$ cat config.mk
export PLATFORM = sky130hd
export DESIGN_NAME = icf_ctrl
export DESIGN_NICKNAME = d
export VERILOG_FILES = /design/src/icf_ctrl.v
export VERILOG_INCLUDE_DIRS = /design/src /design/src/src
export SDC_FILE = /design/constraint.sdc
export NUM_CORES = 1
export LEC_CHECK = 0
export ABC_AREA = 1
export ABC_CLOCK_PERIOD_IN_PS = 6920
export BUFFER_PORTS_ARGS = -buffer_cell sky130_fd_sc_hd__buf_2
export CORE_MARGIN = 3
export CORE_UTILIZATION = 40
export DETAILED_ROUTE_END_ITERATION = 8
export GPL_TIMING_DRIVEN = 0
export PLACE_DENSITY = 0.68
export REMOVE_ABC_BUFFERS = 1
export SYNTH_ARGS = -nofsm -noshare
export SYNTH_HDL_FRONTEND = slang
export SYNTH_SLANG_ARGS = --single-unit
$ cat constraint.sdc
create_clock -name SYS_CLK_I -period 6.92 [get_ports SYS_CLK_I]
set_input_delay 1.038 -clock SYS_CLK_I [delete_from_list [all_inputs] [get_ports SYS_CLK_I]]
set_output_delay 1.038 -clock SYS_CLK_I [all_outputs]
set_load 0.03 [all_outputs]
$ cat src/icf_map.vh
`ifndef ICF_MAP_VH
`define ICF_MAP_VH

// ==========================================================
// register byte offsets
`define ICF_OFS_MODE      8'h00
`define ICF_OFS_STATUS    8'h04
`define ICF_OFS_CLK_LOW   8'h08
`define ICF_OFS_CLK_HIGH  8'h0c
`define ICF_OFS_COUNT     8'h10
`define ICF_OFS_SRC_CODE  8'h14

// ==========================================================
// status register bit positions
`define ICF_ST_AL         0
`define ICF_ST_NACK       1
`define ICF_ST_REGISTER_ACCESS_READY_FLAG       2
`define ICF_ST_BB         12

// ==========================================================
// mode register bit positions
`define ICF_MD_RM         7
`define ICF_MD_IRS        5
`define ICF_MD_TRX        9
`define ICF_MD_MST        10
`define ICF_MD_STP        11
`define ICF_MD_STT        13

// ==========================================================
// interrupt source codes
`define ICF_CODE_NONE     3'h0
`define ICF_CODE_AL       3'h1
`define ICF_CODE_NACK     3'h2
`define ICF_CODE_REGISTER_ACCESS_READY_FLAG     3'h3

// ==========================================================
// reset values and timing
`define ICF_RST_MODE      16'h0000
`define ICF_RST_DIV       16'h0000
`define ICF_RST_COUNT     16'h0000
`define ICF_D_OFFSET      5

`endif

$ cat src/icf_ctrl.v
// Contract
// writing one to the nack status bit clears the nack flag.
// reading source code register holding nack code clears the nack flag.
// module reset bit low or processor reset clears nack and arbitration flags.
// transmitter sees not-acknowledge in ack slot, nack flag is set.
// during general call the nack flag is set even when slaves acknowledge.
// writing one to the arbitration status bit clears the arbitration flag.
// reading source code register holding arbitration code clears that flag.
// master-transmitter losing arbitration sets the arbitration flag.
// start attempt while bus busy also sets the arbitration flag.
// arbitration loss clears master and stop bits; device becomes slave receiver.
// master holds clock low for low divide value plus offset d cycles.
// master holds clock high for high divide value plus offset d cycles; the code releases it two cycles longer.
// software programs both dividers only while module reset bit is zero.
// each divider holds a sixteen bit value in bits fifteen to zero.
// divider bits thirty-one to sixteen read zero and ignore writes.
// word count used only for master transmit without repeat mode.
// count copied to internal counter, decremented per word, register unchanged.
// with stop requested, stop is generated when the countdown completes.
// programmed count zero loads 65536, others load their own value.
// non-repeat, no stop: ready flag set when internal counter reaches zero.
// offset d is a design parameter tied to the prescaler setting.
//
// Our own choices: register access over APB and the register addresses.
`include "icf_map.vh"

// ==========================================================
// overview
// register side: plain apb slave, zero wait states, byte addresses
// line side: event pulses from the shifter on the same clock
// the shifter itself, data registers and prescaler live elsewhere
// only the serial clock pin is asynchronous and gets two flops
// all status flags share one rule: a set event beats a clear
// module reset bit low holds every flag and both counters idle
// limitation: dividers are writable any time; software keeps
// them stable while running, otherwise a phase may be cut short
// the start request bit is self clearing and always reads zero
// a start is only honoured while the module reset bit is already one
// trade-off: read data is captured in the setup cycle, so the
// clear on read acts on exactly the code the reader was shown
// and no flag can be lost between capture and clear

module icf_ctrl #(
  parameter integer D_OFFSET = `ICF_D_OFFSET
) (
  input  wire        SYS_CLK_I,
  input  wire        ARST_N_I,
  input  wire        PSEL_I,
  input  wire        PENABLE_I,
  input  wire        PWRITE_I,
  input  wire [7:0]  PADDR_I,
  input  wire [31:0] PWDATA_I,
  output wire [31:0] PRDATA_O,
  output wire        PREADY_O,
  output wire        PSLVERR_O,
  input  wire        BUS_BUSY_I,
  input  wire        TX_ACTIVE_I,
  input  wire        ACK_SLOT_I,
  input  wire        ACK_NACK_I,
  input  wire        GEN_CALL_I,
  input  wire        ARB_LOSS_I,
  input  wire        WORD_DONE_I,
  input  wire        SCL_I,
  output wire        SCL_O,
  output wire        SCL_OE_N_O,
  output wire        START_O,
  output wire        STOP_O,
  output wire        MASTER_O
);

  // ==========================================================
  // state and decode
  reg  [15:0] mode_ff;
  reg  [15:0] clk_low_ff;
  reg  [15:0] clk_high_ff;
  reg  [15:0] count_reg_ff;
  reg         al_ff;
  reg         nack_ff;
  reg         register_access_ready_flag_ff;
  reg  [16:0] word_cnt_ff;
  reg         cnt_run_ff;
  reg         start_ff;
  reg         stop_ff;
  reg  [31:0] rdata_ff;
  reg         err_ff;
  reg  [2:0]  code_rd_ff;
  reg         scl_s1_ff;
  reg         scl_s2_ff;
  reg         scl_low_ff;
  reg  [16:0] div_cnt_ff;

  wire        setup  = PSEL_I & ~PENABLE_I;
  wire        access = PSEL_I & PENABLE_I;
  wire        wr     = access & PWRITE_I;
  wire        rd     = access & ~PWRITE_I;
  wire        wr_mode = wr & (PADDR_I == `ICF_OFS_MODE);
  wire        wr_stat = wr & (PADDR_I == `ICF_OFS_STATUS);
  wire        module_reset_bit    = mode_ff[`ICF_MD_IRS];
  wire        master_select_bit    = mode_ff[`ICF_MD_MST];
  wire        stop_request_bit    = mode_ff[`ICF_MD_STP];
  wire        rm     = mode_ff[`ICF_MD_RM];
  wire        transmit_select_bit    = mode_ff[`ICF_MD_TRX];
  wire        mapped = (PADDR_I == `ICF_OFS_MODE) | (PADDR_I == `ICF_OFS_STATUS) |
                       (PADDR_I == `ICF_OFS_CLK_LOW) | (PADDR_I == `ICF_OFS_CLK_HIGH) |
                       (PADDR_I == `ICF_OFS_COUNT) | (PADDR_I == `ICF_OFS_SRC_CODE);

  // priority: arbitration first, then nack, then ready
  reg  [2:0]  src_code;
  always @*
  begin
    if (al_ff)
      src_code = `ICF_CODE_AL;
    else if (nack_ff)
      src_code = `ICF_CODE_NACK;
    else if (register_access_ready_flag_ff)
      src_code = `ICF_CODE_REGISTER_ACCESS_READY_FLAG;
    else
      src_code = `ICF_CODE_NONE;
  end

  // ==========================================================
  // flag events
  // every event input is a one-cycle pulse on this clock
  // arbitration loss counts only as master transmitter
  // a start on a busy bus is itself an arbitration loss
  // clears come from a write of one or from a source read; ready also clears on an accepted start
  // the source read clears only the flag whose code was shown
  // hazard: a new event in the clearing cycle must survive,
  // hence the set term is or-ed outside the clear term
  // start attempt: software writes start with master selected
  wire        start_try = wr_mode & PWDATA_I[`ICF_MD_STT] & PWDATA_I[`ICF_MD_MST] & module_reset_bit;
  wire        start_bb  = start_try & BUS_BUSY_I;
  wire        start_ok  = start_try & ~BUS_BUSY_I;
  wire        arb_set   = (ARB_LOSS_I & master_select_bit & transmit_select_bit) | start_bb;
  // general call keeps nack up whatever the slaves answer
  wire        nack_set  = TX_ACTIVE_I & ACK_SLOT_I & (ACK_NACK_I | GEN_CALL_I);
  wire        src_rd    = rd & (PADDR_I == `ICF_OFS_SRC_CODE);
  wire        al_clr    = (wr_stat & PWDATA_I[`ICF_ST_AL]) |
                          (src_rd & (code_rd_ff == `ICF_CODE_AL));
  wire        nack_clr  = (wr_stat & PWDATA_I[`ICF_ST_NACK]) |
                          (src_rd & (code_rd_ff == `ICF_CODE_NACK));
  wire        register_access_ready_flag_clr  = (wr_stat & PWDATA_I[`ICF_ST_REGISTER_ACCESS_READY_FLAG]) |
                          (src_rd & (code_rd_ff == `ICF_CODE_REGISTER_ACCESS_READY_FLAG)) | start_ok;

  // countdown completion on the last word
  wire        cnt_last  = cnt_run_ff & WORD_DONE_I & (word_cnt_ff == 17'h00001);
  wire        register_access_ready_flag_set  = (cnt_last & ~stop_request_bit) | (WORD_DONE_I & rm & master_select_bit & transmit_select_bit);

  // set beats clear; module reset bit low holds all flags clear
  always @(posedge SYS_CLK_I or negedge ARST_N_I)
  begin
    if (!ARST_N_I)
    begin
      al_ff   <= 1'b0;
      nack_ff <= 1'b0;
      register_access_ready_flag_ff <= 1'b0;
    end
    else if (!module_reset_bit)
    begin
      al_ff   <= 1'b0;
      nack_ff <= 1'b0;
      register_access_ready_flag_ff <= 1'b0;
    end
    else
    begin
      al_ff   <= arb_set  | (al_ff & ~al_clr);
      nack_ff <= nack_set | (nack_ff & ~nack_clr);
      register_access_ready_flag_ff <= register_access_ready_flag_set | (register_access_ready_flag_ff & ~register_access_ready_flag_clr);
    end
  end

  // ==========================================================
  // mode register and dividers
  reg  [15:0] nxt_mode;
  always @*
  begin
    nxt_mode = mode_ff;
    if (wr_mode)
      nxt_mode = PWDATA_I[15:0] & ~(16'h0001 << `ICF_MD_STT);
    if (cnt_last & stop_request_bit)
    begin
      nxt_mode[`ICF_MD_MST] = 1'b0;
      nxt_mode[`ICF_MD_STP] = 1'b0;
    end
    if (module_reset_bit & arb_set)
    begin
      nxt_mode[`ICF_MD_MST] = 1'b0;
      nxt_mode[`ICF_MD_STP] = 1'b0;
      nxt_mode[`ICF_MD_TRX] = 1'b0;
    end
  end

  // dividers are meant to be written only while held in module reset
  always @(posedge SYS_CLK_I or negedge ARST_N_I)
  begin
    if (!ARST_N_I)
    begin
      mode_ff      <= `ICF_RST_MODE;
      clk_low_ff   <= `ICF_RST_DIV;
      clk_high_ff  <= `ICF_RST_DIV;
      count_reg_ff <= `ICF_RST_COUNT;
    end
    else
    begin
      mode_ff <= nxt_mode;
      if (wr & (PADDR_I == `ICF_OFS_CLK_LOW))
        clk_low_ff <= PWDATA_I[15:0];
      if (wr & (PADDR_I == `ICF_OFS_CLK_HIGH))
        clk_high_ff <= PWDATA_I[15:0];
      if (wr & (PADDR_I == `ICF_OFS_COUNT))
        count_reg_ff <= PWDATA_I[15:0];
    end
  end

  // ==========================================================
  // internal word counter
  // loaded on an accepted start as master transmitter, non-repeat
  // the count register itself is never touched by the countdown
  // seventeen bits so that a programmed zero can mean 65536
  // repeat mode freezes the countdown; ready then follows each word
  // an arbitration loss or module reset abandons the countdown
  // stop pulse is registered: one cycle after the last word
  // limitation: a restart while counting simply reloads the count
  always @(posedge SYS_CLK_I or negedge ARST_N_I)
  begin
    if (!ARST_N_I)
    begin
      word_cnt_ff <= 17'h00000;
      cnt_run_ff  <= 1'b0;
      start_ff    <= 1'b0;
      stop_ff     <= 1'b0;
    end
    else
    begin
      start_ff <= start_ok & module_reset_bit;
      stop_ff  <= module_reset_bit & cnt_last & stop_request_bit;
      if (!module_reset_bit | arb_set)
        cnt_run_ff <= 1'b0;
      else if (start_ok & PWDATA_I[`ICF_MD_TRX] & ~PWDATA_I[`ICF_MD_RM])
      begin
        cnt_run_ff  <= 1'b1;
        word_cnt_ff <= (count_reg_ff == 16'h0000) ? 17'h10000 :
                       {1'b0, count_reg_ff};
      end
      else if (cnt_run_ff & WORD_DONE_I & ~rm)
      begin
        word_cnt_ff <= word_cnt_ff - 17'h00001;
        if (word_cnt_ff == 17'h00001)
          cnt_run_ff <= 1'b0;
      end
    end
  end

  // ==========================================================
  // serial clock divider
  // one shared counter serves both phases; it restarts at each edge
  // the first phase after enabling is high, so the line idles high
  // low phase is fixed length: the pin is ours while we pull it
  // high phase counts only while the synchronised pin reads high,
  // so a slave holding the line low stretches the cycle
  // trade-off: the two flop delay lengthens every high phase after a low
  // phase by two cycles, stretched or not, accepted for metastability safety
  // the pin is synchronised before use; a slave stretching low delays the high phase
  wire [16:0] low_len  = {1'b0, clk_low_ff} + D_OFFSET[16:0];
  wire [16:0] high_len = {1'b0, clk_high_ff} + D_OFFSET[16:0];
  wire        scl_run  = module_reset_bit & master_select_bit;

  always @(posedge SYS_CLK_I or negedge ARST_N_I)
  begin
    if (!ARST_N_I)
    begin
      scl_s1_ff  <= 1'b1;
      scl_s2_ff  <= 1'b1;
      scl_low_ff <= 1'b0;
      div_cnt_ff <= 17'h00000;
    end
    else
    begin
      scl_s1_ff <= SCL_I;
      scl_s2_ff <= scl_s1_ff;
      if (!scl_run)
      begin
        scl_low_ff <= 1'b0;
        div_cnt_ff <= 17'h00000;
      end
      else if (scl_low_ff)
      begin
        if (div_cnt_ff >= low_len - 17'h00001)
        begin
          scl_low_ff <= 1'b0;
          div_cnt_ff <= 17'h00000;
        end
        else
          div_cnt_ff <= div_cnt_ff + 17'h00001;
      end
      else if (scl_s2_ff)
      begin
        if (div_cnt_ff >= high_len - 17'h00001)
        begin
          scl_low_ff <= 1'b1;
          div_cnt_ff <= 17'h00000;
        end
        else
          div_cnt_ff <= div_cnt_ff + 17'h00001;
      end
    end
  end

  // ==========================================================
  // apb read path, data captured in the setup cycle
  // reserved upper halves always read zero
  // status shows the live bus busy level in its own bit
  // unmapped addresses read zero and raise the slave error
  // writes return zero data; the capture still runs for them and loads zero
  // the source code register has priority arbitration, nack, ready
  reg  [31:0] rd_mux;
  always @*
  begin
    rd_mux = 32'h00000000;
    case (PADDR_I)
      `ICF_OFS_MODE:     rd_mux = {16'h0000, mode_ff};
      `ICF_OFS_STATUS:   rd_mux = ({31'h0, al_ff} << `ICF_ST_AL) |
                                  ({31'h0, nack_ff} << `ICF_ST_NACK) |
                                  ({31'h0, register_access_ready_flag_ff} << `ICF_ST_REGISTER_ACCESS_READY_FLAG) |
                                  ({31'h0, BUS_BUSY_I} << `ICF_ST_BB);
      `ICF_OFS_CLK_LOW:  rd_mux = {16'h0000, clk_low_ff};
      `ICF_OFS_CLK_HIGH: rd_mux = {16'h0000, clk_high_ff};
      `ICF_OFS_COUNT:    rd_mux = {16'h0000, count_reg_ff};
      `ICF_OFS_SRC_CODE: rd_mux = {29'h0, src_code};
      default:           rd_mux = 32'h00000000;
    endcase
  end

  // the clear on read acts on the code the reader actually sees
  always @(posedge SYS_CLK_I or negedge ARST_N_I)
  begin
    if (!ARST_N_I)
    begin
      rdata_ff   <= 32'h00000000;
      err_ff     <= 1'b0;
      code_rd_ff <= `ICF_CODE_NONE;
    end
    else if (setup)
    begin
      rdata_ff   <= PWRITE_I ? 32'h00000000 : rd_mux;
      err_ff     <= ~mapped;
      code_rd_ff <= src_code;
    end
  end

  // ==========================================================
  // outputs
  // ready is tied high: every transfer finishes in its access cycle
  // clock pin is open drain: only the enable moves, data stays zero
  // start, stop and master come straight from registers
  assign PRDATA_O   = rdata_ff;
  assign PREADY_O   = 1'b1;
  assign PSLVERR_O  = access & err_ff;
  assign SCL_O      = 1'b0;
  assign SCL_OE_N_O = ~(scl_run & scl_low_ff);
  assign START_O    = start_ff;
  assign STOP_O     = stop_ff;
  assign MASTER_O   = master_select_bit;

endmodule // icf_ctrl

==> out/qor.csv, run 1 <==
metric,value,unit
P&R area growth vs syn,12.5,%
Worst EP arrival,3.80,ns
HP Class,reg -> reg,
post-synthesis sequential area ratio,0.396,
P_int,1.28,mW
DRC Markers,0,
First-pass DRT Iterations,5,
Setup TNS,0,ns
max-capacitance violation count,0,
largest net degree at the start of global routing,86,
Worst-path clk slew,0.06,ns
number of setup buffers added after CTS,0,
"antenna viol nets, final",0,
delay of the slowest critical-path stage,1.09,ns
CTS Buf Count,17,
Post-Route Skew,0.0136,ns
final period utilization,0.505,
Lkg Pwr,4.52,nW
# IOs,92,
Routed wire per std cell,15.0,um
Die Ht,147,um
Filler cells,1934,
Switching Fraction,0.243,
I/O Buffers,57,
Worst Setup Start Kind,input port,
Post-Synthesis Cells,1087,
Placeable Area,19000,um^2
FF-to-FF path depth,18,
gr usage total,0.201,
clk_lat worst skew,0.43,ns
number of gates resized after CTS,0,
Critical R2R Launch,clk_low_ff[2],
worst-path cell chain,"buf_2, nor2_2, nand2_2, nor3_2, nand3_1, o21ai_0",
critical path's top delay family,simple AND/OR/NAND/NOR gates,
final worst path period need,3.49,ns
gr ovfl total,0,
ys async rst share,1.00,
Comb pwr share,0.052,
Critical-path top delay cell,nand3_1,
Max clock buf depth,2,
clock sink total,125,
P_sw,410,uW
register bit count reported by yosys,125,
starting density of the core,0.415,
clock share of power,0.506,
register-to-register setup slack,3.49,ns
crit path capture,clk_high_ff[11],
final core occ,0.467,
Slew headroom,0.160,
area of the multi-input gates,4190,um^2
DIE AREA,21500,um^2
DRT iter0 DRCs,684,
FP Rows,50,
RR Endpoint,div_cnt_ff[15],
initial antenna violation count,0,
DP HPWL,15500,um
Buffers & Inverters on Critical Path,1,
Final GP Congestion,0.908,
Yosys cell types,44,
Setup crit end kind,register,
CP Launch Point,PADDR_I[7],
CTS Hold Bufs,0,
"Max FO, Critical Path",32,
Worst VDD drop,0.178,mV
via count of the routed design,7243,
Chip Width,147,um
final setup fails,0,
Ys Warns,0,
Worst EP required,7.23,ns
synthesized cell area,7900,um^2
unrepaired setup endpoints after global routing,false,
final max-slew violation count,0,
register area,3130,um^2
Fin. Hold Viols,0,
Crit Path Class,in -> reg,
share of layout cells above drive strength 1,0.0927,
Fmax,286,MHz
drt via density,5.16,
part of the power in registers,0.442,
first-pass GRT wire length,34800,um
Total Wirelength,21000,um
Syn Area/Cell,7.27,um^2
clock root cell,clkbuf_16,
n_diodes,0,
Post-synth EDFFs,0,
Crit path depth,6,
Slew @ Worst Pin,1.26,ns
vias in the first global route,6768,
CTS tree,yes,
H-tree level count,4,
PD cells,190,nW/um^2
"Top FF cell, synth",dfrtp_1,
outcome,"finished, final reports clean",
Layout Nets,1223,
## synthesized netlist by cell type (4+ instances only)
| master | count | area (um^2) |
|---|---|---|
| nand2_1 | 374 | 1400 |
| dfrtp_1 | 123 | 3080 |
| inv_1 | 96 | 360 |
| o21ai_0 | 84 | 420 |
| nand3_1 | 78 | 390 |
| nor2_1 | 76 | 285 |
| ha_1 | 39 | 488 |
| a21oi_1 | 29 | 145 |
| nand4_1 | 28 | 175 |
| xor2_1 | 25 | 219 |
| nor3_1 | 24 | 120 |
| buf_4 | 21 | 158 |
| clkbuf_1 | 18 | 67.6 |
| buf_2 | 8 | 40.0 |
| o2111ai_1 | 7 | 61.3 |
| xnor2_1 | 7 | 61.3 |
| nand3b_1 | 6 | 45.0 |
| o21ai_1 | 4 | 20.0 |
## cell usage in the layout, fill, tap and decap left out, types with 3 or more instances in the layout
master,instances
nand2_1,374
dfrtp_1,123
inv_1,96
o21ai_0,84
nand3_1,78
nor2_1,76
buf_2,56
ha_1,39
a21oi_1,29
nand4_1,28
xor2_1,25
nor3_1,23
conb_1,18
clkbuf_16,17
xnor2_1,7
o2111ai_1,7
nand3b_1,6
o21ai_1,4
clkinvlp_4,4
nor4_1,3
o22ai_1,3
nor2_2,3
clkbuf_8,3
## power by group through the flow
stage | Combinational [mW] | Sequential [mW] | Clock [mW]
global placement | 0.0847 | 0.759 | 0
CTS | 0.0885 | 0.746 | 0.866
floorplan | 0.0432 | 0.757 | 0
detailed placement | 0.0881 | 0.759 | 0
finish | 0.0879 | 0.746 | 0.855
global route | 0.0984 | 0.747 | 0.899
## registers in the layout, summed over array words and instances (netlist names), 2 cells and up
name / cells
clk_low_ff: 16
count_reg_ff: 16
clk_high_ff: 16
PRDATA_O: 16
code_rd_ff: 2
mode_ff: 15
word_cnt_ff: 17
div_cnt_ff: 17
## per-layer routing
metal,vias to the layer above,wire [um],GRT usage
li1,3607,-,-
met2,227,9270,0.304
met1,3379,10200,0.292
met5,-,0,0
met3,30,1200,0.0341
met4,0,369,0.0668
## metrics by stage
step           cells  setup WS [ns]  power, mW  hold slack [ns]  instance area [um^2]
2_1_floorplan   1054           3.81      0.800            0.345                  7680
3_3_place_gp    1371           2.37      0.844            0.347                  8290
3_5_place_dp    1372           3.05      0.847            0.349                  8330
4_1_cts         1403           3.49       1.70            0.356                  8890
5_1_grt         1403           2.94       1.74            0.358                  8890
6_report        1403           3.43       1.69            0.354                  8890
## cell type report
| type | instances | area share |
|---|---|---|
| clock buffers | 22 | 0.0534 |
| flip-flops and latches | 125 | 0.352 |
| inverters | 97 | 0.0410 |
| repair buffers | 58 | 0.0359 |
| clock inverters | 9 | 0.00985 |
| well taps | 260 | 0.0366 |
| multi-input cells | 832 | 0.471 |
## kinds of logic after synthesis
group / Yosys count / synth area share
AOI/OAI and AO/OA: 138 / 0.0951
xor gates and xnor gates: 32 / 0.0355
adders and majority gates: 39 / 0.0618
buffers and inverters: 146 / 0.0816
DFF: 125 / 0.396
other: 2 / 0.000951
and+or+nand+nor: 605 / 0.329
## worst min path at each step
stage | startpoint | end | depth (start not counted)
after floorplan | scl_s1_ff | scl_s2_ff | 0
after global placement | scl_s1_ff | scl_s2_ff | 0
after detailed placement | scl_s1_ff | scl_s2_ff | 0
after CTS | scl_s1_ff | scl_s2_ff | 0
after global routing | scl_s1_ff | scl_s2_ff | 0
final | scl_s1_ff | scl_s2_ff | 0
(Power assumes the default switching activity.)
==> run 2: changes to the inputs <==
ABC_AREA = 0   (was 1)
ABC_CLOCK_PERIOD_IN_PS = 2800   (was 6920)
PLACE_DENSITY = 0.71   (was 0.68)
clock period = 2.8 ns   (was 6.92 ns; I/O delays follow)
==> out/qor.csv, run 2 <==
metric,value,unit
synthesized cell area,7390,um^2
Worst EP arrival,3.11,ns
end of the worst hold path,scl_s1_ff,
# IOs,92,
pre-CTS setup slack,-1.94,ns
grt met2 use,0.303,
final period utilization,1.01,
DIE AREA,20200,um^2
post-synth top area share,0.416,
max-capacitance violation count,0,
Syn Area/Cell,9.72,um^2
Yosys cell types,58,
H-tree level count,4,
delay of the slowest critical-path stage,0.38,ns
unrepaired setup endpoints after global routing,true,
FF-to-FF path depth,11,
Placeable Area,18100,um^2
Critical R2R Launch,clk_low_ff[5],
final worst path period need,2.82,ns
post-synthesis compound-gate area fraction,0.154,
n_diodes,0,
mux cell area share after synthesis,0.0963,
Chip Width,142,um
P&R area growth vs syn,21.1,%
Final WS setup,-0.0215,ns
hold_sp,SCL_I,
ys async rst share,1.00,
FP Rows,49,
Post-synth EDFFs,0,
post-synthesis sequential area ratio,0.423,
Worst Setup Start Kind,register,
failing checks,setup timing,
Final GP Congestion,0.854,
Routed wire per std cell,18.6,um
Total Wirelength,20000,um
Post-Synthesis Cells,761,
most frequent cells in the layout,"dfrtp_1 (115), nand2_1 (88), mux2_2 (57)",
WHS,0.0935,ns
final max-slew violation count,0,
register-to-register setup slack,-0.02,ns
Max clock buf depth,2,
"leading cell type in the layout, fill and taps excluded",dfrtp_1,
M3 GR Usage,0.0346,
"Max FO, Critical Path",6,
Layout Nets,927,
largest net degree at the start of global routing,79,
Slew @ Worst Pin,0.944,ns
gr ovfl total,0,
RR Endpoint,div_cnt_ff[1],
Setup crit end kind,register,
initial antenna violation count,0,
WHS Path Cells,1,
vias in the first global route,5985,
Die Ht,142,um
Synth area leaders,"dfrtp_1 (42%), mux2_2 (8.7%), ha_1 (6.6%)",
PD cells,485,nW/um^2
clk_lat worst skew,0.42,ns
Fin. Hold Viols,0,
DRC Markers,0,
"Top FF cell, synth",dfrtp_1,
outcome,finished with violations,
Crit Path Class,reg -> reg,
Slew headroom,0.371,
largest registers,"div_cnt_ff: 17 flops, word_cnt_ff: 17 flops",
Critical-path top delay cell,o22ai_1,
Synth area leader,dfrtp_1,
DRT iter0 DRCs,558,
DP HPWL,13300,um
drt via density,5.94,
Worst VDD drop,0.505,mV
starting density of the core,0.409,
Lkg Pwr,4.07,nW
First-pass DRT Iterations,5,
Post-Route Skew,0.00738,ns
Synth Area in Adders,0.0660,
Ys Warns,0,
HP Class,in -> reg,
clock sink total,125,
first-pass GRT wire length,31900,um
register bit count reported by yosys,125,
I/O Buffers,57,
top post-synthesis cells by count,"dfrtp_1 (123), nand2_1 (89), mux2_2 (57)",
Fmax,354,MHz
largest family of logic cells by synthesized area,simple AND/OR/NAND/NOR gates,
CTS tree,yes,
via count of the routed design,6399,
most common cell in the synthesized netlist,dfrtp_1,
gr usage total,0.199,
grt peak-use layer,met2,
XOR/XNOR share of the synthesized area,0.0332,
M1 GR Usage,0.286,
share of layout cells above drive strength 1,0.283,
Worst EP required,3.09,ns
Worst-path clk slew,0.06,ns
final setup fails,6,
worst-path cell chain,"and3_4, and3_4, nand3_2, xor2_1, ha_1, and4_4, nand2_1, o22ai_1, nor3_4, nor3_4, o21ai_1",
CTS Buf Count,17,
clock root cell,clkbuf_16,
"antenna viol nets, final",0,
Post-Synth Simple-Gate Area,0.181,
[run 2: how the worst max path moves through the flow]
stage / to / slack [ns] / start / cells past startpoint
floorplan: word_cnt_ff[11] / -0.57 / PADDR_I[5] / 6
CTS: div_cnt_ff[13] / -0.006 / clk_low_ff[2] / 13
global route: div_cnt_ff[0] / -0.14 / clk_low_ff[6] / 11
global placement: word_cnt_ff[15] / -1.94 / PADDR_I[4] / 7
finish: div_cnt_ff[1] / -0.02 / clk_low_ff[5] / 11
detailed placement: word_cnt_ff[11] / -1.94 / PADDR_I[4] / 7
[run 2: power by group]
part | switching [mW] | internal, mW
Sequential | 0.0262 | 1.83
Combinational | 0.156 | 0.0724
Clock | 0.812 | 1.45
[run 2: stage by stage]
step	TNS, ns	util	power (mW)	cell area, um^2	std cells
2_1_floorplan	-7.80	-	1.98	7180	728
3_3_place_gp	-114.42	0.429	2.09	7750	1014
3_5_place_dp	-66.08	0.431	2.09	7800	1016
4_1_cts	-0.00643	0.480	4.35	8680	1067
5_1_grt	-1.62	0.495	4.49	8950	1077
6_report	-0.0706	0.495	4.34	8950	1077
[run 2: worst max-delay path: cells and delay by family, from the launching register on]
family	cells	cell delay (ns)
and+or+nand+nor	7	1.34
adders and majority gates	1	0.33
DFF	1	0.37
xor gates and xnor gates	1	0.16
AOI/OAI and AO/OA	2	0.50
[run 2: cell type report]
| type | count | area, um^2 |
|---|---|---|
| clock buffer | 22 | 464 |
| clock inverter | 10 | 139 |
| fill | 1633 | 9130 |
| inverter | 17 | 63.8 |
| multi-input combinational | 589 | 4320 |
| sequential | 125 | 3140 |
| tap | 229 | 287 |
| timing repair buffer | 85 | 539 |
[run 2: cells by family (layout without fill, tap and decap cells)]
kind of cell	after synthesis	count (layout)
AO/OA/AOI/OAI	171	173
XOR/XNOR	28	28
adder cells (fa/ha/maj)	39	39
buffers and inverters	66	134
flip-flops	125	125
multiplexers	64	64
other	2	18
AND/OR/NAND/NOR	266	267
[run 2: per-layer routing]
metal	wire, um	share of wire	vias to the layer above
met3	1270	0.063	45
li1	-	-	2939
met4	584	0.029	0
met5	0	0	-
met1	8930	0.45	3132
met2	9230	0.46	283
[run 2: repair_timing]
item / in CTS / in global routing
setup endpoints to repair: 50 / 79
pin swaps: 5 / 29
endpoints found under the hold margin: 45 / 0
cloned: 3 / 0
gates resized for setup: 37 / 51
hold buffers: 1 / 0
buffers inserted: 15 / 10
